### config.mk
export PLATFORM = sky130hd
export DESIGN_NAME = interpolator_position_output
export DESIGN_NICKNAME = d
export VERILOG_FILES = /design/src/inc/interp_pkg.sv /design/src/design/interpolator_position_output.sv /design/src/design/pin_sync.sv
export SDC_FILE = /design/constraint.sdc
export NUM_CORES = 1
export LEC_CHECK = 0
export BUFFER_PORTS_ARGS = -buffer_cell sky130_fd_sc_hd__buf_2
export CAP_MARGIN = 5
export CORE_MARGIN = 10
export CORE_UTILIZATION = 25
export CTS_CLUSTER_DIAMETER = 80
export DETAILED_ROUTE_END_ITERATION = 8
export PLACE_DENSITY_LB_ADDON = 0.25
export RECOVER_POWER = 25
export SLEW_MARGIN = 20
export SYNTH_ARGS = -nofsm -noshare
export SYNTH_HDL_FRONTEND = slang
export SYNTH_SLANG_ARGS = --single-unit
### constraint.sdc
create_clock -name core_clk -period 6.19 [get_ports core_clk]
set_input_delay 1.238 -clock core_clk [delete_from_list [all_inputs] [get_ports core_clk]]
set_output_delay 1.238 -clock core_clk [all_outputs]
set_load 0.005 [all_outputs]
### src/inc/interp_pkg.sv
/*
  Constants for the interpolator position output block: register map,
  field positions, strap codes, access modes and timing counts.
  Assumes a 250 MHz core clock and an 8-bit register port.
*/
package interp_pkg;
  // Clock and incremental output timing
  localparam int CLK_KHZ      = 250000;
  localparam int INC_FREQ_KHZ = 400;
  // Four track edges per output period; least gap rounds up
  localparam int EDGE_GAP_INT =
    (CLK_KHZ + 4 * INC_FREQ_KHZ - 1) / (4 * INC_FREQ_KHZ);
  localparam logic [7:0] EDGE_GAP = 8'(EDGE_GAP_INT);

  // Angle geometry
  localparam int ANG_W  = 8;
  localparam int SEG_W  = 3;
  localparam int STEP_W = 5;
  localparam int MT_W   = 24;
  localparam int TACH_W = 16;
  localparam logic [3:0] RES_MAX      = 4'h8;
  localparam logic [4:0] SEG_ENTER_UP = 5'h00;
  localparam logic [4:0] SEG_ENTER_DN = 5'h1f;
  localparam logic [4:0] SEG_ENTER_MID = 5'h10;
  localparam logic [2:0] SEG_NEXT     = 3'h1;
  localparam logic [2:0] SEG_PREV     = 3'h7;

  // Register indices
  localparam logic [3:0] ADDR_CONFIG = 4'h0;
  localparam logic [3:0] ADDR_CTRL   = 4'h1;
  localparam logic [3:0] ADDR_ANGLE  = 4'h2;
  localparam logic [3:0] ADDR_MT0    = 4'h3;
  localparam logic [3:0] ADDR_MT1    = 4'h4;
  localparam logic [3:0] ADDR_MT2    = 4'h5;
  localparam logic [3:0] ADDR_TACH0  = 4'h6;
  localparam logic [3:0] ADDR_TACH1  = 4'h7;
  localparam logic [3:0] ADDR_ERR    = 4'h8;
  localparam logic [3:0] ADDR_TGT0   = 4'h9;
  localparam logic [3:0] ADDR_TGT1   = 4'ha;
  localparam logic [3:0] ADDR_TGT2   = 4'hb;
  localparam logic [3:0] ADDR_STATUS = 4'hc;

  // CONFIG fields: resolution log2, zero shift, invert
  localparam int CFG_RES_LSB  = 0;
  localparam int CFG_ZERO_LSB = 4;
  localparam int CFG_INV      = 7;
  localparam logic [7:0] CONFIG_RESET = 8'h08;
  // CTRL fields
  localparam int CTL_IDX_CLR  = 0;
  localparam int CTL_MFP_OUT  = 1;
  localparam int CTL_MFP_TGT  = 2;
  // ERROR fields
  localparam int ERR_UV  = 0;
  localparam int ERR_OVS = 1;

  // Data line positions in incremental mode
  localparam int DL_A_FINE = 0;
  localparam int DL_B_FINE = 1;
  localparam int DL_Z_FINE = 2;
  localparam int DL_A_QUAD = 3;
  localparam int DL_B_QUAD = 4;
  localparam int DL_Z_QUAD = 5;
  localparam int DL_DIR    = 6;
  localparam int DL_XOR    = 7;

  // Mode straps {data, clock}
  localparam logic [1:0] STRAP_PAR = 2'b00;
  localparam logic [1:0] STRAP_SER = 2'b10;
  localparam logic [1:0] STRAP_INC = 2'b11;
  localparam logic [1:0] STRAP_WAIT = 2'h3;

  typedef enum logic [2:0] {
    MODE_PAR = 3'b001,
    MODE_SER = 3'b010,
    MODE_INC = 3'b100
  } mode_e;
endpackage : interp_pkg

### src/design/interpolator_position_output.sv
/*
  Digital output side of a sine/cosine tracking interpolator: angle
  counter, multiturn counter, incremental tracks, timing and errors.
  Assumes comparator, segment, index and strap inputs are asynchronous
  and the 8-bit register port is synchronous to core_clk.
*/
module interpolator_position_output
  import interp_pkg::*;
(
  input  wire logic       core_clk,
  input  wire logic       reset,
  input  wire logic       cmp_up,
  input  wire logic       cmp_down,
  input  wire logic [2:0] seg_in,
  input  wire logic       index_in,
  input  wire logic       undervolt_in,
  input  wire logic       sda_in,
  input  wire logic       scl_in,
  input  wire logic       multi_function_pin_in,
  output logic            multi_function_pin_out,
  output logic            multi_function_pin_oe,
  output logic            error_out_low_out,
  output logic            error_out_low_oe,
  output logic [7:0]      data_out,
  output logic [7:0]      data_oe,
  input  wire logic [3:0] reg_addr,
  input  wire logic [7:0] reg_wdata,
  input  wire logic       reg_wr,
  input  wire logic       reg_rd,
  output logic [7:0]      reg_rdata
);
  localparam int SYNC_W = 10;

  logic [SYNC_W-1:0] sync_bus;
  logic              up_s;
  logic              dn_s;
  logic [SEG_W-1:0]  seg_s;
  logic              index_s;
  logic              uv_s;
  logic              sda_s;
  logic              scl_s;
  logic              mfp_s;

  pin_sync #(.WIDTH(SYNC_W)) u_sync (
    .core_clk (core_clk),
    .reset    (reset),
    .async_in ({multi_function_pin_in, scl_in, sda_in, undervolt_in,
                index_in, seg_in, cmp_down, cmp_up}),
    .sync_out (sync_bus)
  );
  assign {mfp_s, scl_s, sda_s, uv_s, index_s, seg_s, dn_s, up_s} = sync_bus;

  // Registers and state
  logic [7:0]        config_r;
  logic [2:0]        ctrl_r;
  logic [MT_W-1:0]   target;
  logic [ANG_W-1:0]  count;
  logic              up_q;
  logic              dn_q;
  logic              hold;
  logic [SEG_W-1:0]  seg_q;
  logic [ANG_W-1:0]  eff_prev;
  logic [MT_W-1:0]   mturn;
  logic              index_q;
  logic [ANG_W-1:0]  out_ang;
  logic [7:0]        gap;
  logic              dir;
  logic [TACH_W-1:0] ticks;
  logic [TACH_W-1:0] tacho;
  logic              err_uv;
  logic              err_ovs;
  logic [1:0]        strap_cnt;
  logic              strap_done;
  mode_e             mode;

  // Configuration decode
  wire [3:0] res_raw = config_r[CFG_RES_LSB +: 4];
  wire [3:0] res = (res_raw > RES_MAX) ? RES_MAX : res_raw;
  wire [3:0] shamt = RES_MAX - res;
  wire [ANG_W-1:0] res_mask = ~(8'hff >> res);
  wire [ANG_W-1:0] lsb = 8'h01 << shamt;
  wire [ANG_W-1:0] zero_off =
    {config_r[CFG_ZERO_LSB +: SEG_W], STEP_W'(0)};
  wire invert = config_r[CFG_INV];
  wire idx_clr_en = ctrl_r[CTL_IDX_CLR];
  wire mfp_is_out = ctrl_r[CTL_MFP_OUT];
  wire mfp_tgt = ctrl_r[CTL_MFP_TGT];

  // Tracking converter: two agreeing samples, then one idle cycle
  wire step_up = up_s & up_q & ~dn_s & ~hold;
  wire step_dn = dn_s & dn_q & ~up_s & ~hold;
  wire [SEG_W-1:0] seg_diff = seg_s - count[ANG_W-1 -: SEG_W];
  // Jump only on a settled segment code, to skip the slow walk
  wire seg_jump = (seg_s == seg_q) && (seg_diff != '0);
  wire [STEP_W-1:0] seg_entry =
    (seg_diff == SEG_NEXT) ? SEG_ENTER_UP :
    (seg_diff == SEG_PREV) ? SEG_ENTER_DN : SEG_ENTER_MID;

  // Effective angle: zero shift, then sense inversion
  wire [ANG_W-1:0] shifted = ANG_W'(count + zero_off);
  wire [ANG_W-1:0] eff = invert ? ANG_W'(8'h00 - shifted)
                                : shifted;
  wire [ANG_W-1:0] eff_q = eff & res_mask;

  // Period wrap drives the multiturn counter
  wire wrap_up = (eff_prev[7:6] == 2'b11) && (eff[7:6] == 2'b00);
  wire wrap_dn = (eff_prev[7:6] == 2'b00) && (eff[7:6] == 2'b11);
  wire index_rise = index_s & ~index_q;
  wire mt_clear = idx_clr_en & index_rise;
  wire gate_ok = mfp_is_out | mfp_s;

  // Output stepper, one lsb per edge gap
  wire [ANG_W-1:0] diff = ANG_W'(eff_q - out_ang);
  wire out_move = (gap == 8'h00) && (diff != '0);
  wire [ANG_W-1:0] next_out_ang =
    diff[ANG_W-1] ? ANG_W'(out_ang - lsb) : ANG_W'(out_ang + lsb);
  wire overspeed = (diff != '0) && (diff != lsb) &&
                   (diff != ANG_W'(8'h00 - lsb));
  wire [ANG_W-1:0] out_idx = out_ang >> shamt;
  wire [ANG_W-1:0] nidx = next_out_ang >> shamt;

  // Next incremental line values
  wire track_a_fine = out_idx[1];
  wire track_b_fine = out_idx[1] ^ out_idx[0];
  wire track_a_quad = out_ang[7];
  wire track_b_quad = out_ang[7] ^ out_ang[6];
  wire index_fine = index_s & (out_idx[1:0] == 2'b00);
  wire index_quad = index_s & (out_ang[7:6] == 2'b00);
  wire [7:0] next_data;
  assign next_data[DL_A_FINE] = track_a_fine;
  assign next_data[DL_B_FINE] = track_b_fine;
  assign next_data[DL_Z_FINE] = index_fine;
  assign next_data[DL_A_QUAD] = track_a_quad;
  assign next_data[DL_B_QUAD] = track_b_quad;
  assign next_data[DL_Z_QUAD] = index_quad;
  assign next_data[DL_DIR] = dir;
  assign next_data[DL_XOR] = track_a_fine ^ track_b_fine;
  wire unused_nidx = |nidx;

  // Register port decode
  wire wr_config = reg_wr && (reg_addr == ADDR_CONFIG);
  wire wr_ctrl = reg_wr && (reg_addr == ADDR_CTRL);
  wire wr_err = reg_wr && (reg_addr == ADDR_ERR);
  wire wr_t0 = reg_wr && (reg_addr == ADDR_TGT0);
  wire wr_t1 = reg_wr && (reg_addr == ADDR_TGT1);
  wire wr_t2 = reg_wr && (reg_addr == ADDR_TGT2);
  wire [7:0] rd_mux =
    (reg_addr == ADDR_CONFIG) ? config_r :
    (reg_addr == ADDR_CTRL)   ? {5'h00, ctrl_r} :
    (reg_addr == ADDR_ANGLE)  ? eff_q :
    (reg_addr == ADDR_MT0)    ? mturn[7:0] :
    (reg_addr == ADDR_MT1)    ? mturn[15:8] :
    (reg_addr == ADDR_MT2)    ? mturn[23:16] :
    (reg_addr == ADDR_TACH0)  ? tacho[7:0] :
    (reg_addr == ADDR_TACH1)  ? tacho[15:8] :
    (reg_addr == ADDR_ERR)    ? {6'h00, err_ovs, err_uv} :
    (reg_addr == ADDR_TGT0)   ? target[7:0] :
    (reg_addr == ADDR_TGT1)   ? target[15:8] :
    (reg_addr == ADDR_TGT2)   ? target[23:16] :
    (reg_addr == ADDR_STATUS) ? {4'h0, dir, mode} : 8'h00;
  // Set beats a same-cycle write-one clear
  wire next_err_uv = uv_s | (err_uv & ~(wr_err & reg_wdata[ERR_UV]));
  wire next_err_ovs = (overspeed & ~seg_jump) |
                      (err_ovs & ~(wr_err & reg_wdata[ERR_OVS]));
  wire strap_take = (strap_cnt == STRAP_WAIT) && !strap_done;
  wire [1:0] strap = {sda_s, scl_s};
  wire tick_max = &ticks;

  always_ff @(posedge core_clk) begin
    if (reset) begin
      config_r <= CONFIG_RESET;
      ctrl_r <= '0;
      target <= '0;
    end else begin
      if (wr_config) config_r <= reg_wdata;
      if (wr_ctrl) ctrl_r <= reg_wdata[2:0];
      if (wr_t0) target[7:0] <= reg_wdata;
      if (wr_t1) target[15:8] <= reg_wdata;
      if (wr_t2) target[23:16] <= reg_wdata;
    end
  end

  // Angle counter; segment jump gives fast lock after reset
  always_ff @(posedge core_clk) begin
    if (reset) begin
      count <= '0;
      up_q <= 1'b0;
      dn_q <= 1'b0;
      hold <= 1'b0;
      seg_q <= '0;
    end else begin
      up_q <= up_s;
      dn_q <= dn_s;
      seg_q <= seg_s;
      hold <= step_up | step_dn;
      if (seg_jump) begin
        count <= {seg_s, seg_entry};
      end else if (step_up) begin
        count <= ANG_W'(count + 8'h01);
      end else if (step_dn) begin
        count <= ANG_W'(count - 8'h01);
      end
    end
  end

  always_ff @(posedge core_clk) begin
    if (reset) begin
      mturn <= '0;
      eff_prev <= '0;
      index_q <= 1'b0;
    end else begin
      eff_prev <= eff;
      index_q <= index_s;
      if (mt_clear) begin
        mturn <= '0;
      end else if (gate_ok && wrap_up) begin
        mturn <= MT_W'(mturn + 24'h000001);
      end else if (gate_ok && wrap_dn) begin
        mturn <= MT_W'(mturn - 24'h000001);
      end
    end
  end

  // Output stepper and tick counter
  always_ff @(posedge core_clk) begin
    if (reset) begin
      out_ang <= '0;
      gap <= '0;
      dir <= 1'b0;
      ticks <= '0;
      tacho <= '0;
    end else begin
      if (out_move) begin
        out_ang <= next_out_ang;
        dir <= diff[ANG_W-1];
        gap <= EDGE_GAP - 8'h01;
        tacho <= ticks;
        ticks <= '0;
      end else begin
        if (gap != 8'h00) gap <= gap - 8'h01;
        if (!tick_max) ticks <= ticks + 16'h0001;
      end
    end
  end

  always_ff @(posedge core_clk) begin
    if (reset) begin
      err_uv <= 1'b0;
      err_ovs <= 1'b0;
      strap_cnt <= '0;
      strap_done <= 1'b0;
      mode <= MODE_PAR;
    end else begin
      err_uv <= next_err_uv;
      err_ovs <= next_err_ovs;
      if (!strap_done && strap_cnt != STRAP_WAIT) begin
        strap_cnt <= strap_cnt + 2'h1;
      end
      if (strap_take) begin
        strap_done <= 1'b1;
        unique case (strap)
          STRAP_SER: mode <= MODE_SER;
          STRAP_INC: mode <= MODE_INC;
          default:   mode <= MODE_PAR;
        endcase
      end
    end
  end

  // Registered pins
  always_ff @(posedge core_clk) begin
    if (reset) begin
      data_out <= '0;
      data_oe <= '0;
      multi_function_pin_out <= 1'b0;
      multi_function_pin_oe <= 1'b0;
      error_out_low_out <= 1'b0;
      error_out_low_oe <= 1'b0;
      reg_rdata <= '0;
    end else begin
      data_out <= next_data;
      data_oe <= (mode == MODE_INC) ? 8'hff : 8'h00;
      multi_function_pin_oe <= mfp_is_out;
      multi_function_pin_out <= mfp_tgt ? (mturn == target)
                                        : out_move;
      error_out_low_oe <= err_uv | err_ovs;
      reg_rdata <= reg_rd ? rd_mux : 8'h00;
    end
  end
endmodule : interpolator_position_output

### src/design/pin_sync.sv
/*
  Three-stage input synchroniser with agreement filter.
  Assumes inputs asynchronous to core_clk; output changes only when
  the second and third stages agree.
*/
module pin_sync #(
  parameter int WIDTH = 1
) (
  input  wire logic             core_clk,
  input  wire logic             reset,
  input  wire logic [WIDTH-1:0] async_in,
  output logic      [WIDTH-1:0] sync_out
);
  logic [WIDTH-1:0] stage1;
  logic [WIDTH-1:0] stage2;
  logic [WIDTH-1:0] stage3;

  // First stage feeds only the second; stages run through reset so
  // the pin level is already settled when reset lifts
  always_ff @(posedge core_clk) begin
    stage1 <= async_in;
    stage2 <= stage1;
    stage3 <= stage2;
  end

  genvar i;
  generate
    for (i = 0; i < WIDTH; i++) begin : g_bit
      always_ff @(posedge core_clk) begin
        if (reset) begin
          sync_out[i] <= 1'b0;
        end else if (stage2[i] == stage3[i]) begin
          sync_out[i] <= stage3[i];
        end
      end
    end
  endgenerate
endmodule : pin_sync

* After elaboration in Yosys (flattened, before gate mapping)
Index checks and enable logic that the tools add are counted.
** Storage, ports and cells
- Register bits after elaboration :: 206
- Latch bits :: 0
- RAM bits :: 0
- ROM bits :: 0
- Bits of input ports :: 26
- Output and inout bits :: 28
- Logic and storage cells :: 191
- Memories :: 0
** Cells by class
- $add $sub $neg :: 15
- Multiply operators :: 0
- Divide/modulo/power cells :: 0
- Magnitude comparators :: 1
- Equality and inequality tests :: 35
- Shift operators :: 3
- Mux-type cells :: 28
- Bitwise gates (word level) :: 33
- Reductions and logical operators :: 33
** Operators with widths (count)
- $mux W8 :: 20
- $mux W24 :: 2
- $add A24 B1 Y24 const B :: 1
- $eq A24 B24 Y1 :: 1
- $sub A24 B1 Y24 const B :: 1
- $eq A4 B4 Y1 const B :: 5
- $add A16 B1 Y16 const B :: 1
- $add A8 B8 Y8 :: 2
- $eq A4 B3 Y1 const B :: 4
- $logic_and A1 B1 Y1 :: 16
- $ne A8 B8 Y1 :: 2
- $reduce_and A16 Y1 :: 1
- $reduce_bool A8 Y1 :: 2
- $sub A1 B8 Y8 const A :: 2
- $sub A8 B1 Y8 const B :: 2
- $sub A8 B8 Y8 :: 2
- $and A1 B1 Y1 :: 15
- $mux W4 :: 3
- $eq A1 B1 Y1 :: 10
- $eq A2 B2 Y1 const B :: 5
- $add A8 B1 Y8 const B :: 1
- $and A8 B8 Y8 :: 1
- $eq A4 B2 Y1 const B :: 2
- $logic_not A2 Y1 :: 4
- 25 further kinds :: 43

* Longest topological paths before layout
Gate-level depths: netlist of run 1.
- Depth after elaboration :: 14
- Mapped depth :: 26
- Mapped depth without buffers :: 24

* Cells and area by module
Synthesis of run 1 repeated with hierarchy kept, for this count alone.
** Second synthesis, totals
- Cells, all modules :: 1250
- Area, all modules :: 10785.3 µm²
** By module, submodules not included
- interpolator_position_output :: instances 1, cells an instance 1179, area each 9835.7 µm², seq. area each 3062.9 µm²
- pin_sync :: instances 1, cells an instance 71, area each 949.7 µm², seq. area each 800.8 µm²

* Worst setup path after synthesis of run 1
OpenSTA, ideal clock, no wires.
- Kind :: flip-flop to flip-flop
- Start point :: register count[5]
- End point :: register mturn[23]
- Setup time :: 0.128 ns
- Arrival time :: 5.218 ns
- Required time :: 6.062 ns
- Path slack :: 0.844 ns
- Stages on the path, launching flop included :: 19
- Path buffers :: 0
- Path through :: dfxtp_1 ha_1 inv_1 fa_1 nor3b_1 a21oi_1 xnor2_1 and4_1 o21ai_0 ha_1 a211o_1 a21o_1 o311a_1 a21o_1 a221o_1 a41oi_1 mux2i_1 xnor2_1 nor2_1
** On the way
- Longest elaborated chain between the ends :: 7
- Elaborated cells on any way between the ends :: 11
** Ends and longest elaborated chain
- start: declaration :: RTL line interpolator_position_output.sv:57 : logic [ANG_W-1:0] count;
- start signal: assignment :: RTL line interpolator_position_output.sv:197 : count <= {seg_s, seg_entry};
- start signal: assignment :: RTL line interpolator_position_output.sv:199 : count <= ANG_W'(count + 8'h01);
- start signal: assignment :: RTL line interpolator_position_output.sv:201 : count <= ANG_W'(count - 8'h01);
- $add A8 B8 Y8 (*) :: RTL line interpolator_position_output.sv:100 : wire [ANG_W-1:0] shifted = ANG_W'(count + zero_off);
- $sub A1 B8 Y8 :: RTL line interpolator_position_output.sv:101 : wire [ANG_W-1:0] eff = invert ? ANG_W'(8'h00 - shifted)
- $mux W8 (*) :: RTL line interpolator_position_output.sv:101
- $eq A2 B2 Y1 / $logic_not A2 Y1 (equally long branches) :: RTL line interpolator_position_output.sv:107, interpolator_position_output.sv:106
- $logic_and A1 B1 Y1 (on tied branches) :: RTL line interpolator_position_output.sv:107, interpolator_position_output.sv:106
- $logic_and A1 B1 Y1 (on tied branches) :: RTL line interpolator_position_output.sv:218, interpolator_position_output.sv:216
- $reduce_bool A2 Y1 (no line) / $mux W24 (equally long branches)
- end signal: assignment :: RTL line interpolator_position_output.sv:217 : mturn <= MT_W'(mturn + 24'h000001);
- end signal: assignment :: RTL line interpolator_position_output.sv:219 : mturn <= MT_W'(mturn - 24'h000001);
- end: declaration :: RTL line interpolator_position_output.sv:63 : logic [MT_W-1:0] mturn;
Every way passes the cells marked *; elsewhere a longest branch is shown, timed or not.
A chain may end at the register's enable or synchronous reset.

* Worst setup path in the final report of run 1
- Start point :: register config_r[3]
- End point :: register out_ang[7]
** On the way
- Longest elaborated chain between the ends :: 8
- Elaborated cells on any way between the ends :: 13
** Ends and longest elaborated chain
- start: declaration :: RTL line interpolator_position_output.sv:54 : logic [7:0] config_r;
- start signal: assignment :: RTL line interpolator_position_output.sv:175 : if (wr_config) config_r <= reg_wdata;
- $gt A4 B4 Y1 :: RTL line interpolator_position_output.sv:78 : wire [3:0] res = (res_raw > RES_MAX) ? RES_MAX : res_raw;
- $mux W4 (*) :: RTL line interpolator_position_output.sv:78
- $shr A8 B4 Y8 :: RTL line interpolator_position_output.sv:80 : wire [ANG_W-1:0] res_mask = ~(8'hff >> res);
- $not A8 Y8 :: RTL line interpolator_position_output.sv:80
- $and A8 B8 Y8 :: RTL line interpolator_position_output.sv:103 : wire [ANG_W-1:0] eff_q = eff & res_mask;
- $sub A8 B8 Y8 :: RTL line interpolator_position_output.sv:113 : wire [ANG_W-1:0] diff = ANG_W'(eff_q - out_ang);
- $reduce_bool A8 Y1 :: RTL line interpolator_position_output.sv:114 : wire out_move = (gap == 8'h00) && (diff != '0);
- $logic_and A1 B1 Y1 :: RTL line interpolator_position_output.sv:114
- end signal: assignment :: RTL line interpolator_position_output.sv:234 : out_ang <= next_out_ang;
- end: declaration :: RTL line interpolator_position_output.sv:65 : logic [ANG_W-1:0] out_ang;
Marks and branches as above.

==> results_dict.tcl, run 1 <==
set metrics [dict create \
    initial_utilization_pct 25.4 \
    vias 8972 \
    cts_max_path_buffers 2 \
    numPortBuffers 52 \
    finalSetupTns_ps 0 \
    syn_nets 1339 \
    final_common_cell "dfxtp_1" \
    overflow 0 \
    ant_nets 0 \
    slowest_delay_ps 430 \
    grt_pass1_vias 8695 \
    fin_ws_ps 686 \
    pwr-share-clk_pct 21.3 \
    dpl.hpwl_um 23600 \
    power.net_switching_uw 2240 \
    syn-cell-area_mm2 0.0107 \
    slew_viol_final 82 \
    place_inst 1793 \
    routedWlPerCell_um 17.2 \
    core_area_mm2 0.0421 \
    n_antenna_cell 0 \
    ys_types 77 \
    fin_crit_sh_pct 88.9 \
    switching_share_pct 41.7 \
    required_ps 6540 \
    cp-start-kind "flop" \
    drt_pass1_iterations 5 \
    grt_max_degree 82 \
    hp-class "reg2reg" \
    status "finished, violations left" \
    cap_violations 1 \
    fin_nets 1362 \
    timing.fmax_mhz 182 \
    ys_async_sr_fraction_pct 0 \
    slowest_stage "ha_1" \
    path_common_cell "ha_1" \
    crit_fanout 17 \
    wl_um 31400 \
    tightest_slew_ps 3730 \
    layout_common_cells "193 x dfxtp_1, 175 x nor2_1, 99 x nand2_1, 94 x a21oi_1, 67 x mux2i_1" \
    cp_cell_sequence "buf_4 -> nand2b_1 -> inv_1 -> ha_1 -> a21oi_1 -> nor2_1 -> ha_1 -> nor2b_1 -> o2111ai_1 -> nand3_1 -> o211ai_4 -> xor2_4 -> buf_4 -> a31oi_1 -> ha_1 -> nor2b_1 -> o21ai_0 -> a21boi_0 -> o21ai_0 -> a21boi_0 -> o21a_1 -> o21ba_1 -> mux2i_1 -> mux2_1" \
    synth_edf_count 0 \
    hold_violations 0 \
    cp.arrival_ps 5850 \
    ys_ff_latch 193 \
    peakVddDrop_mv 0.219 \
    grt_pass1_wl_um 49500 \
    die_x_um 227 \
    preCtsSetupSlack_ps 761 \
    relSlewSlack_pct -149 \
    clock-sinks 193 \
    cts-hold-fix-buffers 0 \
    root_buffer "clkbuf_16" \
    yosys_warnings 0 \
    seq_area_mm2 0.00386 \
    cp-end-kind "flop" \
    cts_buffers 17 \
    grt_setup_unrepaired "no" \
    postCtsSetupBuffers 0 \
    report.final.setup_viol 0 \
    drive_gt1_share_pct 8.48 \
    finClkSkew_ps 9.18 \
    internal_power_uw 3130 \
    die_y_um 227 \
    h-tree-depth 4 \
    worstSkewPairLatency_ps 460 \
    min_period_ps 5500 \
    violations "capacitance limit, slew limit" \
    multiInputGateArea_mm2 0.00645 \
    place_congestion 0.853 \
    drt_iter0_drc 649 \
    p_leak_uw 0.00485 \
    syn_area_per_cell_um2 8.58 \
    path_class "reg2reg" \
    cts_resized 0 \
    grt_use_total_pct 12.3 \
    cts_tree "done" \
    syn_to_final_growth_pct 12.6 \
    combinationalPowerShare_pct 50.0 \
    antenna_found_initial 0 \
    yosysSeqAreaShare_pct 36.0 \
    fillers 4532 \
    p_per_area_mw_per_mm2 445 \
    io_pins 54 \
    p_seq_share_pct 28.7 \
    synthCells 1250 \
    vias_per_cell 4.92 \
    synthFlopType "dfxtp_1" \
    clk_pin_slew_ps 80 \
    stdcell_count 1825 \
    rows 75 \
    post-route-drc-count 0 \
    die-area_mm2 0.0516 \
]
[per-layer routing]
layer | share of wire, % | global-route usage (%) | up-vias
li1 | - | - | 4459
met1 | 51 | 17.4 | 4296
met2 | 43 | 18.6 | 190
met3 | 4.1 | 2.03 | 27
met4 | 1.7 | 4.04 | 0
met5 | 0 | 0 | -
[cell usage after synthesis (all sizes together) (10+ instances only)]
cell type,instances,area (um^2)
a21o,18,135
a31oi,14,87.6
xnor2,65,584
or3,10,62.6
dfxtp,193,3860
nor2,175,657
nor2b,17,106
nand3,28,140
mux2,10,113
nand2,99,372
nand4,13,81.3
a211oi,19,143
buf,25,138
nand2b,18,113
nor3,26,130
nor4,10,68.8
mux2i,67,671
inv,41,154
xor2,30,282
ha,57,713
a21oi,94,470
o22ai,13,81.3
clkbuf,33,124
o21ai,49,245
[power by group through the flow]
stage | Sequential (uW) | Clock [uW] | Combinational [uW]
CTS | 1540 | 1180 | 2690
finish | 1540 | 1150 | 2680
global placement | 1560 | 0 | 2650
detailed placement | 1570 | 0 | 2680
floorplan | 1510 | 0 | 2170
global route | 1560 | 1230 | 3010
[path summary, 6_finish.rpt]
check	slack (ps)	cells past startpoint	endpoint	startpoint
min reg2reg	330	0	u_sync.stage2[0]	u_sync.stage1[0]
min	330	0	u_sync.stage2[0]	u_sync.stage1[0]
max	690	24	out_ang[7]	config_r[3]
max reg2reg	690	24	out_ang[7]	config_r[3]
[stage by stage]
step | cell area, um^2 | hold WS (ps) | total power (uW) | util, %
2_1_floorplan | 10700 | 310 | 3680 | -
3_3_place_gp | 11500 | 315 | 4220 | 27.2
3_5_place_dp | 11500 | 312 | 4250 | 27.2
4_1_cts | 12100 | 330 | 5410 | 28.7
5_1_grt | 12100 | 336 | 5800 | 28.6
6_report | 12100 | 329 | 5370 | 28.6
[sequential cells by signal (all words and copies together) (netlist names), 10 cells and up]
signal,cells
u_sync.stage3,10
target,24
u_sync.sync_out,10
u_sync.stage2,10
tacho,16
u_sync.stage1,10
mturn,24
ticks,16
[worst max-delay path: cells and delay by family (launching register included)]
family	cells	cell delay, ps
muxes	2	470
adders and majority gates	3	1010
and+or+nand+nor	5	950
DFF	1	310
AOI/OAI and AO/OA	10	2050
xor gates and xnor gates	1	100
buffers and inverters	3	500
[layout make-up]
cell class              count  share of cell area, %
well taps                 539                   5.59
clock inverters            14                   1.39
repair buffers             62                   2.65
clock buffers              18                   3.64
flip-flops and latches    193                   32.0
inverters                  42                   1.31
multi-input cells         957                   53.4
[kinds of logic (layout without fill, tap and decap cells)]
family          Yosys count  after routing  share of synthesized area, %
other cells               1              1                        0.0350
simple gates            434            434                          18.8
compound gates          281            281                          16.9
mux                      81             81                          8.15
buf+inv                 100            136                          3.91
xor+xnor                 96             96                          8.29
flops                   193            193                          36.0
fa+ha+maj                64             64                          7.88
Power figures use the tool's default switching activity.
==> run 2, diff against run 1 <==
CORE_MARGIN = default   (was 10)
==> run 2 against run 1 <==
  * The run still ends with capacitance limit, slew limit left
  * Worst hold slack worse by 6.5 ps
  * Total power is 0.35% lower
  * Register-to-register slack better by 230 ps
  * Combinational power hardly changed
  * Sequential share of layout area is 0.083 points lower
  * Cell count hardly changed
  * Wire length is 2.9% lower
  * Clock-buffer cell count is 1 lower
  * Worst setup slack better by 230 ps
  * First-iteration DRC count is 7.9% lower
  * Sequential power hardly changed
  * Die area is 15% lower
  * Largest power group unchanged
==> results_dict.tcl, run 2 (synthesis gave the netlist of run 1 again) <==
set metrics [dict create \
    power.total_uw 5350 \
    use_met2_pct 21.7 \
    post-route-drc-count 0 \
    design_area_mm2 0.0121 \
    min_period_ps 5270 \
    rows 75 \
    syn_to_final_growth_pct 12.9 \
    cap_violations 1 \
    path_common_cell "ha_1" \
    grt_max_degree 66 \
    grt_busiest_layer "met2" \
    required_ps 6530 \
    core_area_mm2 0.0421 \
    antenna_found_initial 0 \
    postCtsSetupBuffers 0 \
    cts_max_path_buffers 2 \
    grt_setup_unrepaired "no" \
    drive_gt1_share_pct 9.48 \
    placed_cell_area_mm2 0.0115 \
    cp_cell_sequence "nand2b_1 -> clkinv_1 -> ha_1 -> a21oi_1 -> nor2_1 -> ha_1 -> nor2b_1 -> o2111ai_1 -> a31oi_1 -> o211ai_4 -> xor2_4 -> buf_4 -> a31oi_1 -> ha_1 -> nor2b_1 -> o21ai_0 -> a21boi_0 -> o21ai_0 -> a21boi_0 -> o21a_1 -> o21ba_1 -> mux2i_1 -> mux2_1" \
    fin_crit_sh_pct 85.2 \
    drt_pass1_iterations 5 \
    cp-end-kind "flop" \
    slew_viol_final 53 \
    layout_common_cells "193 x dfxtp_1, 174 x nor2_1, 99 x nand2_1, 94 x a21oi_1, 67 x mux2i_1" \
    peakVddDrop_mv 0.293 \
    slowest_delay_ps 340 \
    cts_resized 0 \
    report.final.setup_viol 0 \
    worstSkewPairLatency_ps 460 \
    timing.fmax_mhz 190 \
    dpl.hpwl_um 22800 \
    vias 8875 \
    path_class "reg2reg" \
    root_buffer "clkbuf_16" \
    fin_util_pct 28.7 \
    status "finished, violations left" \
    initial_utilization_pct 25.4 \
    ant_nets 0 \
    use_met3_pct 2.19 \
    n_antenna_cell 0 \
    place_congestion 0.875 \
    clk_pin_slew_ps 80 \
    hp-class "reg2reg" \
    relSlewSlack_pct -62.2 \
    slowest_stage "dfxtp_1" \
    use_met1_pct 20.1 \
    grt_use_total_pct 14.2 \
    io_pins 54 \
    hold_violations 0 \
    tightest_slew_ps 2430 \
    cts_tree "done" \
    die_y_um 209 \
    numPortBuffers 52 \
    finClkSkew_ps 15.3 \
    die-area_mm2 0.0437 \
    grt_pass1_vias 8373 \
    cts-hold-fix-buffers 0 \
    cp-start-kind "flop" \
    clock-sinks 193 \
    largestRegisters "mturn: 24 flops, target: 24 flops" \
    violations "capacitance limit, slew limit" \
    die_x_um 209 \
    vias_per_cell 4.86 \
    cp.arrival_ps 5620 \
    finalSetupTns_ps 0 \
    crit_fanout 17 \
    p_leak_uw 0.00491 \
    wl_um 30500 \
    cts_buffers 17 \
    p_per_area_mw_per_mm2 442 \
    overflow 0 \
    routedWlPerCell_um 16.7 \
    fin_nets 1363 \
    grt_pass1_wl_um 48400 \
    h-tree-depth 4 \
    drt_iter0_drc 598 \
    final_common_cell "dfxtp_1" \
]
==> run 2: cell count changes in the layout (fill, tap and decap cells not counted) <==
cell	delta
nor2_1	-1
clkinv_8	+1
clkinv_4	-1
clkbuf_8	-1
buf_4	+1
inv_8	+2
inv_6	-1
clkbuf_1	-11
and2_0	-1
and2_1	+1
nor2_2	+1
buf_2	+11
==> run 2: worst paths after layout <==
kind | start | endpoint | slack (ps) | cells past startpoint
worst max-delay path | config_r[3] | out_ang[7] | 920 | 23
worst max register to register | config_r[3] | out_ang[7] | 920 | 23
worst min register to register | u_sync.stage1[2] | u_sync.stage2[2] | 320 | 0
worst min-delay path | u_sync.stage1[2] | u_sync.stage2[2] | 320 | 0
==> run 2: layer usage <==
layer / wire length, um / vias up
met2: 13300 / 197
met5: 0 / -
met1: 15300 / 4182
li1: - / 4463
met4: 611 / 0
met3: 1280 / 33
==> run 2: final cells by class <==
type | count | area (um^2)
fillers | 4438 | 30000
multi-input cells | 957 | 6450
flip-flops and latches | 193 | 3860
well taps | 539 | 674
clock buffers | 17 | 425
repair buffers | 63 | 342
clock inverters | 15 | 189
inverters | 42 | 158
==> run 2: power breakdown <==
| group | leakage (uW) | total [uW] | internal, uW | switching (uW) |
|---|---|---|---|---|
| sequential | 0.00158 | 1540 | 1380 | 159 |
| combinational | 0.00303 | 2660 | 1160 | 1500 |
| clock | 0.000301 | 1160 | 584 | 573 |
| total | 0.00491 | 5350 | 3120 | 2230 |
==> run 2: critical path: cells and delay by family (launching register included) <==
kind	cells	cell delay (ps)
buf+inv	2	540
compound gates	11	2100
xor+xnor	1	200
simple gates	4	630
flops	1	340
mux	2	460
fa+ha+maj	3	880
==> run 2: metrics by stage <==
stage / worst slack, ps / cells / hold slack (ps)
2_1_floorplan: 844 / 1250 / 310
3_3_place_gp: 1050 / 1794 / 314
3_5_place_dp: 925 / 1794 / 314
4_1_cts: 895 / 1826 / 325
5_1_grt: 377 / 1826 / 331
6_report: 916 / 1826 / 323
